<file path="src/bstap_pkg.sv">
// constants and types for the boundary-scan test access port
package bstap_pkg;

  // ----------------------------------------------------------------
  // widths
  // ----------------------------------------------------------------
  localparam int unsigned IR_W    = 5;
  localparam int unsigned ID_W    = 32;
  localparam int unsigned CHAIN_W = 297;

  // ----------------------------------------------------------------
  // instruction codes
  // ----------------------------------------------------------------
  localparam logic [4:0] INS_EXTEST = 5'h00;
  localparam logic [4:0] INS_SAMPLE = 5'h01;
  localparam logic [4:0] INS_IDREAD = 5'h02;
  localparam logic [4:0] INS_FLOAT  = 5'h03;
  localparam logic [4:0] INS_BYPASS = 5'h1F;

  // ----------------------------------------------------------------
  // capture and reset values
  // ----------------------------------------------------------------
  localparam logic [4:0] IR_CAPTURE_VAL = 5'h01;
  localparam logic [4:0] IR_RESET_VAL   = INS_IDREAD;

  // ----------------------------------------------------------------
  // identification fields (values arbitrary, not a real part)
  // ----------------------------------------------------------------
  localparam logic [3:0]  ID_REVISION = 4'h1;
  localparam logic [15:0] ID_PART     = 16'h1234;
  localparam logic [10:0] ID_MAKER    = 11'h055;
  localparam logic [31:0] ID_VALUE    = {ID_REVISION, ID_PART, ID_MAKER,
                                         1'b1};

  // ----------------------------------------------------------------
  // types
  // ----------------------------------------------------------------
  typedef enum logic [3:0] {
    ST_RESET, ST_IDLE,
    ST_SEL_DR, ST_CAP_DR, ST_SHF_DR, ST_EX1_DR, ST_PAU_DR, ST_EX2_DR,
    ST_UPD_DR,
    ST_SEL_IR, ST_CAP_IR, ST_SHF_IR, ST_EX1_IR, ST_PAU_IR, ST_EX2_IR,
    ST_UPD_IR
  } bstap_state_t;

  typedef enum logic [1:0] {
    SEL_CHAIN, SEL_ID, SEL_PASS
  } bstap_sel_t;

endpackage : bstap_pkg

</file>
<file path="src/bstap_chain_if.sv">
// control and serial signals between the tap and the pin scan chain
`timescale 1ns/10ps
`default_nettype none
interface bstap_chain_if;
  logic capture;
  logic shift;
  logic update;
  logic serial_in;
  logic serial_out;

  modport tap   (output capture, output shift, output update,
                 output serial_in, input serial_out);
  modport chain (input capture, input shift, input update,
                 input serial_in, output serial_out);
endinterface : bstap_chain_if
`default_nettype wire

</file>
<file path="src/bstap_top.sv">
// boundary-scan test access port controller
`timescale 1ns/10ps
`default_nettype none
module bstap_top (
  // clock and reset
  input  wire logic                           clk,
  input  wire logic                           sys_rst,
  // test port pins
  input  wire logic                           tck,
  input  wire logic                           tms,
  input  wire logic                           tdi,
  input  wire logic                           trst_n,
  output var  logic                           tdo,
  output var  logic                           tdo_oe,
  // pin side
  input  wire logic [bstap_pkg::CHAIN_W-1:0]  pin_state,
  output var  logic [bstap_pkg::CHAIN_W-1:0]  pin_drive,
  output var  logic                           pin_drive_en,
  output var  logic                           pin_float,
  output var  logic                           test_lock
);
  import bstap_pkg::*;

  // ----------------------------------------------------------------
  // pin synchronisers
  // ----------------------------------------------------------------
  logic [1:0] tck_s_r;
  logic       tck_d_r;
  logic [1:0] tms_s_r;
  logic [1:0] tdi_s_r;
  logic [1:0] trst_s_r;

  always_ff @(posedge clk) begin
    if (sys_rst) begin
      tck_s_r  <= 2'h0;
      tck_d_r  <= 1'b0;
      tms_s_r  <= 2'h3;
      tdi_s_r  <= 2'h3;
      trst_s_r <= 2'h3;
    end else begin
      tck_s_r  <= {tck_s_r[0], tck};
      tck_d_r  <= tck_s_r[1];
      tms_s_r  <= {tms_s_r[0], tms};
      tdi_s_r  <= {tdi_s_r[0], tdi};
      trst_s_r <= {trst_s_r[0], trst_n};
    end
  end

  wire tck_rise = tck_s_r[1] & ~tck_d_r;
  wire tck_fall = ~tck_s_r[1] & tck_d_r;
  wire tms_q    = tms_s_r[1];
  wire tdi_q    = tdi_s_r[1];
  wire trst_act = ~trst_s_r[1];

  // ----------------------------------------------------------------
  // pin level synchroniser for capture
  // ----------------------------------------------------------------
  logic [CHAIN_W-1:0] pins_m_r;
  logic [CHAIN_W-1:0] pins_q_r;

  always_ff @(posedge clk) begin
    if (sys_rst) begin
      pins_m_r <= '0;
      pins_q_r <= '0;
    end else begin
      pins_m_r <= pin_state;
      pins_q_r <= pins_m_r;
    end
  end

  // ----------------------------------------------------------------
  // state graph
  // ----------------------------------------------------------------
  function automatic bstap_state_t tap_next(input bstap_state_t s,
                                            input logic m);
    case (s)
      ST_RESET:  tap_next = m ? ST_RESET  : ST_IDLE;
      ST_IDLE:   tap_next = m ? ST_SEL_DR : ST_IDLE;
      ST_SEL_DR: tap_next = m ? ST_SEL_IR : ST_CAP_DR;
      ST_CAP_DR: tap_next = m ? ST_EX1_DR : ST_SHF_DR;
      ST_SHF_DR: tap_next = m ? ST_EX1_DR : ST_SHF_DR;
      ST_EX1_DR: tap_next = m ? ST_UPD_DR : ST_PAU_DR;
      ST_PAU_DR: tap_next = m ? ST_EX2_DR : ST_PAU_DR;
      ST_EX2_DR: tap_next = m ? ST_UPD_DR : ST_SHF_DR;
      ST_UPD_DR: tap_next = m ? ST_SEL_DR : ST_IDLE;
      ST_SEL_IR: tap_next = m ? ST_RESET  : ST_CAP_IR;
      ST_CAP_IR: tap_next = m ? ST_EX1_IR : ST_SHF_IR;
      ST_SHF_IR: tap_next = m ? ST_EX1_IR : ST_SHF_IR;
      ST_EX1_IR: tap_next = m ? ST_UPD_IR : ST_PAU_IR;
      ST_PAU_IR: tap_next = m ? ST_EX2_IR : ST_PAU_IR;
      ST_EX2_IR: tap_next = m ? ST_UPD_IR : ST_SHF_IR;
      ST_UPD_IR: tap_next = m ? ST_SEL_DR : ST_IDLE;
      default:   tap_next = ST_RESET;
    endcase
  endfunction : tap_next

  // ----------------------------------------------------------------
  // state register
  // ----------------------------------------------------------------
  bstap_state_t state_r;
  bstap_state_t state_nxt;

  assign state_nxt = tap_next(state_r, tms_q);

  always_ff @(posedge clk) begin
    if (sys_rst || trst_act) begin
      state_r <= ST_RESET;
    end else if (tck_rise) begin
      state_r <= state_nxt;
    end
  end

  // ----------------------------------------------------------------
  // state decode, actions on rising test clock
  // ----------------------------------------------------------------
  wire in_reset = (state_r == ST_RESET);
  wire do_cap_dr = tck_rise & (state_r == ST_CAP_DR);
  wire do_shf_dr = tck_rise & (state_r == ST_SHF_DR);
  wire do_upd_dr = tck_rise & (state_r == ST_UPD_DR);
  wire do_cap_ir = tck_rise & (state_r == ST_CAP_IR);
  wire do_shf_ir = tck_rise & (state_r == ST_SHF_IR);
  wire do_upd_ir = tck_rise & (state_r == ST_UPD_IR);

  // ----------------------------------------------------------------
  // instruction register
  // ----------------------------------------------------------------
  logic [IR_W-1:0] ir_shift_r;
  logic [IR_W-1:0] instruction_register_r;

  always_ff @(posedge clk) begin
    if (sys_rst || trst_act) begin
      ir_shift_r <= IR_CAPTURE_VAL;
    end else if (do_cap_ir) begin
      ir_shift_r <= IR_CAPTURE_VAL;
    end else if (do_shf_ir) begin
      ir_shift_r <= {tdi_q, ir_shift_r[IR_W-1:1]};
    end
  end

  // ----------------------------------------------------------------
  // instruction latch
  // ----------------------------------------------------------------
  always_ff @(posedge clk) begin
    if (sys_rst || trst_act || in_reset) begin
      instruction_register_r <= IR_RESET_VAL;
    end else if (do_upd_ir) begin
      instruction_register_r <= ir_shift_r;
    end
  end

  // ----------------------------------------------------------------
  // instruction decode
  // ----------------------------------------------------------------
  function automatic bstap_sel_t sel_of(input logic [IR_W-1:0] c);
    case (c)
      INS_EXTEST: sel_of = SEL_CHAIN;
      INS_SAMPLE: sel_of = SEL_CHAIN;
      INS_IDREAD: sel_of = SEL_ID;
      default:    sel_of = SEL_PASS;
    endcase
  endfunction : sel_of

  bstap_sel_t sel;
  assign sel = sel_of(instruction_register_r);
  wire is_extest = (instruction_register_r == INS_EXTEST);
  wire is_float  = (instruction_register_r == INS_FLOAT);
  wire pick_chain = (sel == SEL_CHAIN);
  wire pick_id    = (sel == SEL_ID);
  wire pick_pass  = (sel == SEL_PASS);

  // ----------------------------------------------------------------
  // data register actions per selected register
  // ----------------------------------------------------------------
  wire id_cap    = do_cap_dr & pick_id;
  wire id_shf    = do_shf_dr & pick_id;
  wire pass_cap  = do_cap_dr & pick_pass;
  wire pass_shf  = do_shf_dr & pick_pass;
  wire chain_cap = do_cap_dr & pick_chain;
  wire chain_shf = do_shf_dr & pick_chain;
  wire chain_upd = do_upd_dr & pick_chain;

  // ----------------------------------------------------------------
  // identification and pass stage
  // ----------------------------------------------------------------
  logic [ID_W-1:0] id_shift_r;
  logic            single_bit_pass_stage_r;

  always_ff @(posedge clk) begin
    if (sys_rst) begin
      id_shift_r <= ID_VALUE;
    end else if (id_cap) begin
      id_shift_r <= ID_VALUE;
    end else if (id_shf) begin
      id_shift_r <= {tdi_q, id_shift_r[ID_W-1:1]};
    end
  end

  // ----------------------------------------------------------------
  // single-bit pass stage
  // ----------------------------------------------------------------
  always_ff @(posedge clk) begin
    if (sys_rst) begin
      single_bit_pass_stage_r <= 1'b0;
    end else if (pass_cap) begin
      single_bit_pass_stage_r <= 1'b0;
    end else if (pass_shf) begin
      single_bit_pass_stage_r <= tdi_q;
    end
  end

  // ----------------------------------------------------------------
  // pin scan chain
  // ----------------------------------------------------------------
  bstap_chain_if chain_bus ();

  assign chain_bus.capture   = chain_cap;
  assign chain_bus.shift     = chain_shf;
  assign chain_bus.update    = chain_upd;
  assign chain_bus.serial_in = tdi_q;

  bstap_pin_chain u_pin_scan_chain (
    .clk       (clk),
    .sys_rst   (sys_rst),
    .ctl       (chain_bus.chain),
    .pin_state (pins_q_r),
    .latch_q   (pin_drive)
  );

  // ----------------------------------------------------------------
  // serial output, changes on falling test clock
  // ----------------------------------------------------------------
  wire shifting_ir = (state_r == ST_SHF_IR);
  wire shifting_dr = (state_r == ST_SHF_DR);
  wire shifting    = shifting_ir | shifting_dr;
  wire dr_bit = pick_chain ? chain_bus.serial_out :
                pick_id    ? id_shift_r[0] :
                             single_bit_pass_stage_r;
  wire out_bit = shifting_ir ? ir_shift_r[0] : dr_bit;

  // ----------------------------------------------------------------
  // serial output register
  // ----------------------------------------------------------------
  always_ff @(posedge clk) begin
    if (sys_rst || trst_act) begin
      tdo    <= 1'b0;
      tdo_oe <= 1'b0;
    end else if (tck_fall) begin
      tdo    <= out_bit;
      tdo_oe <= shifting;
    end
  end

  // ----------------------------------------------------------------
  // pin control
  // ----------------------------------------------------------------
  always_ff @(posedge clk) begin
    if (sys_rst) begin
      pin_drive_en <= 1'b0;
      pin_float    <= 1'b0;
    end else begin
      pin_drive_en <= is_extest;
      pin_float    <= is_float;
    end
  end

  // ----------------------------------------------------------------
  // extest lock, cleared by device reset only
  // ----------------------------------------------------------------
  always_ff @(posedge clk) begin
    if (sys_rst) begin
      test_lock <= 1'b0;
    end else if (is_extest) begin
      test_lock <= 1'b1;
    end
  end

endmodule : bstap_top
`default_nettype wire

</file>
<file path="src/bstap_pin_chain.sv">
// pin scan chain: shift stage and output latch
`timescale 1ns/10ps
`default_nettype none
module bstap_pin_chain (
  // clock and reset
  input  wire logic                           clk,
  input  wire logic                           sys_rst,
  // tap side
  bstap_chain_if.chain                        ctl,
  // pins
  input  wire logic [bstap_pkg::CHAIN_W-1:0]  pin_state,
  output var  logic [bstap_pkg::CHAIN_W-1:0]  latch_q
);
  import bstap_pkg::*;

  logic [CHAIN_W-1:0] shift_r;
  logic [CHAIN_W-1:0] latch_r;

  assign ctl.serial_out = shift_r[0];
  assign latch_q        = latch_r;

  // ----------------------------------------------------------------
  // shift stage and latch
  // ----------------------------------------------------------------
  always_ff @(posedge clk) begin
    if (sys_rst) begin
      shift_r <= '0;
    end else if (ctl.capture) begin
      shift_r <= pin_state;
    end else if (ctl.shift) begin
      shift_r <= {ctl.serial_in, shift_r[CHAIN_W-1:1]};
    end
  end

  always_ff @(posedge clk) begin
    if (sys_rst) begin
      latch_r <= '0;
    end else if (ctl.update) begin
      latch_r <= shift_r;
    end
  end

endmodule : bstap_pin_chain
`default_nettype wire

</file>
<file path="config.mk">
export PLATFORM = sky130hd
export DESIGN_NAME = bstap_top
export DESIGN_NICKNAME = d
export VERILOG_FILES = /design/src/bstap_pkg.sv /design/src/bstap_chain_if.sv /design/src/bstap_top.sv /design/src/bstap_pin_chain.sv
export SDC_FILE = /design/constraint.sdc
export NUM_CORES = 2
export LEC_CHECK = 0
export ABC_CLOCK_PERIOD_IN_PS = 2900
export BUFFER_PORTS_ARGS = -buffer_cell sky130_fd_sc_hd__buf_2
export CAP_MARGIN = 20
export CORE_AREA = 2 2 310 312
export CTS_BUF_LIST = sky130_fd_sc_hd__clkbuf_8
export DETAILED_ROUTE_END_ITERATION = 16
export DIE_AREA = 0 0 312 314
export MAX_ROUTING_LAYER = met4
export PLACE_DENSITY = 0.71
export SYNTH_ARGS = -nofsm -noshare
export SYNTH_HDL_FRONTEND = slang
export SYNTH_HIERARCHICAL = 1
export SYNTH_SLANG_ARGS = --single-unit
</file>
<file path="constraint.sdc">
create_clock -name clk -period 2.9 [get_ports clk]
set_clock_uncertainty 0.2 [all_clocks]
set_input_delay 0.29 -clock clk [delete_from_list [all_inputs] [get_ports clk]]
set_output_delay 0.29 -clock clk [all_outputs]
set_load 0.02 [all_outputs]
</file>
==> reports/results.ini <==
[outcome]
status = finished clean

[detailed_routing]
drt_iter0_drc = 2033
dr.pass1.iters = 5
drt-total-wl_um = 116000
viasPerCell = 4.87
wl_per_cell_um = 18.0
remaining_drc_errors = 0
antenna_left = 0
vias = 31400

[flow_run]
max-cap-violations = 0

[worst_setup_path]
worstPathCellList = nor3_1, nand2_1, nor4_2, buf_4, buf_12, mux2i_1, nor2_1
critPathKind = register to register
cp_data_required_time_ps = 3400
worst_path_max_delay_cell = nor4_2
endpoint_kind = register
critPathArrivalTime_ps = 3250
crit_path_max_fanout = 42
cp-start-kind = register
cp_top_family = simple AND/OR/NAND/NOR gates
regToRegStartpoint = instruction_register_r[4]$_SDFFE_PP0P_
crit_path_start = instruction_register_r[4]$_SDFFE_PP0P_
worst_path_largest_cell_delay_ps = 500
cp_num_buf_inv = 2

[timing]
hold_violations = 0
finalSetupViolCount = 0
holdWs_ps = 53.8
rsz0062_at_grt = no
maxSlewViolCount = 0
slew_headroom_pct = 35.0
finalCritPeriodShare_pct = 94.9
worst_slew_pin_slew_ps = 974
worst_slack_ps = 149
layout_min_cycle_time_ps = 2750
setup_tns_ps = 0
fmax_mhz = 364

[pwr]
p_leak_nw = 22.7
powerDensity_nw_per_um2 = 595
ir_drop_uv = 384

[synthesis]
synth_edf_count = 0
avgSynthCellArea_um2 = 11.2
yosysTopAreaCellShare_pct = 59.0
synth.distinct_cells = 51
yosys_warnings = 6
synth_ff_type = dfxtp_1
syn-num-nets = 4073
syn_inst = 3770
async_flop_share_pct = 0
yosysSeqAreaShare_pct = 59.0
synth_area_leaders = dfxtp_1 (59%), mux2i_1 (14%), nor2b_1 (13%)
netlist_area_um2 = 42400
synth_top_cell_by_area = dfxtp_1
synth-seq-cells = 1249

[cts]
cts_buffer_depth = 3
cts_buffers = 196
cts.sink_count = 1249
postCtsSetupRepairBufs = 0
htree_levels = 4
insertion_delay_ps = 860
ctsRootBufferMaster = clkbuf_8
cts_tree = built
path_clk_slew_ps = 70

[finish]
layout.nets = 5329
layout-drive-gt1-share_pct = 18.6
area_delta_synth_final_pct = 34.8
fin_area_um2 = 57200
final_core_util_pct = 60.5

[floorplanning]
die_y_um = 314
die_x_um = 312
start_util_pct = 44.9
ioPinCount = 605
core_um2 = 94400
rows = 113
dieArea_um2 = 98000

[grt]
grt_pass1_wl_um = 180000
grt_use_total_pct = 23.6
grt_max_degree = 201
antenna_found_initial = 21
grt_pass1_vias = 32500
grt_remaining_overflow = 0

[place]
place_area_um2 = 46500
place_congestion = 0.823
dpl.hpwl_um = 65300
io_buffers = 604
pre_cts_ws_ps = 183

[worst_hold_path]
min_from = pin_state[177]
hp-class = input pin to register

==> cell type report <==
cell class | count | area [µm²]
antenna | 23 | 57.6
clock inverter | 100 | 626
timing repair buffer | 1337 | 10600
inverter | 6 | 30.0
sequential | 1249 | 25000
multi-input combinational | 2236 | 15900
fill | 7266 | 37300
clock buffer | 239 | 3290
tap | 1265 | 1580
==> worst paths after layout <==
kind                                          endpoint  slack (ps)  cells past startpoint
max          u_pin_scan_chain/latch_q[41]$_SDFFE_PP0P_         150                      7
min reg2reg                      tdi_s_r[1]$_SDFF_PP1_         220                      1
max reg2reg  u_pin_scan_chain/latch_q[41]$_SDFFE_PP0P_         150                      7
min                           pins_m_r[177]$_SDFF_PP0_          50                      3
==> state kept, by name, indices dropped and copies added (netlist names) <==
| name | flops |
|---|---|
| pins_m_r | 297 |
| test_lock | 1 |
| pin_drive_en | 1 |
| tms_s_r | 2 |
| single_bit_pass_stage_r | 1 |
| tdo_oe | 1 |
| tck_s_r | 2 |
| tdi_s_r | 2 |
| state_r | 4 |
| ir_shift_r | 5 |
| pins_q_r | 297 |
| tck_d_r | 1 |
| id_shift_r | 32 |
| u_pin_scan_chain/latch_q | 297 |
| pin_float | 1 |
| u_pin_scan_chain/shift_r | 297 |
| tdo | 1 |
| trst_s_r | 2 |
| instruction_register_r | 5 |
==> cells in the final DEF, fill, tap and decap left out, types with 4 or more instances in the layout <==
master / count
nor3_1: 4
a21oi_1: 6
buf_12: 33
nand2_1: 15
o21ai_0: 9
dlygate4sd3_1: 668
clkbuf_8: 239
clkinv_2: 19
a21o_1: 4
mux2i_1: 604
clkinvlp_4: 4
dfxtp_1: 1248
nor2b_1: 899
o22a_1: 11
bufinv_16: 5
o32ai_1: 5
a211oi_1: 298
a22o_1: 13
buf_2: 603
buf_4: 32
or2_2: 6
nand2b_1: 4
inv_1: 67
nor2_1: 316
diode_2: 23
==> report_power, final <==
part | internal (W) | switching (W) | total [W] | leakage [nW]
clock | 0.00788 | 0.00684 | 0.0147 | 2.25
sequential | 0.0176 | 0.000104 | 0.0177 | 10.2
combinational | 0.000976 | 0.000640 | 0.00162 | 10.3
total | 0.0264 | 0.00759 | 0.0340 | 22.7
==> stage by stage <==
stage	cells	power, W
3_3_place_gp	5425	0.0189
2_1_floorplan	3770	0.0185
3_5_place_dp	5425	0.0189
6_report	6455	0.0340
4_1_cts	6432	0.0342
5_1_grt	6451	0.0353
==> cell usage after synthesis (all sizes together) (5+ instances only) <==
| master | count |
|---|---|
| a211oi | 298 |
| a21oi | 6 |
| a22o | 13 |
| buf | 91 |
| clkbuf | 188 |
| dfxtp | 1249 |
| inv | 5 |
| mux2i | 604 |
| nand2 | 15 |
| nor2 | 316 |
| nor2b | 899 |
| nor3 | 6 |
| o21ai | 9 |
| o22a | 11 |
| o32ai | 5 |
| or2 | 6 |
==> cells by family (layout without fill, tap and decap cells) <==
kind of cell           Yosys count  in the layout  synth area share [%]
flip-flops                    1249           1249                  59.0
AO/OA/AOI/OAI                  366            366                  6.52
multiplexers                   604            604                  14.3
other                            0             23                     0
buffers and inverters          285           1682                  3.45
XOR/XNOR                         1              1                0.0207
AND/OR/NAND/NOR               1265           1265                  16.8
==> tightest hold or removal path, delay by kind of cell <==
family,cells,cell delay (ps)
buffers and inverters,2,650
and+or+nand+nor,1,110
==> routing by layer <==
layer / up-vias / global-route usage [%] / wire (µm)
li1: 15200 / - / -
met4: 0 / 14.2 / 6500
met2: 896 / 38.3 / 56100
met5: - / - / 0
met1: 15000 / 27.2 / 48300
met3: 355 / 4.58 / 5000
==> timing repair <==
action | 4_1_cts | 5_1_grt
hold buffers | 668 | 0
hold endpoints to repair | 622 | 0
setup endpoints to repair | 0 | 27
gates resized for setup | 0 | 2
Power figures use the tool's default switching activity.
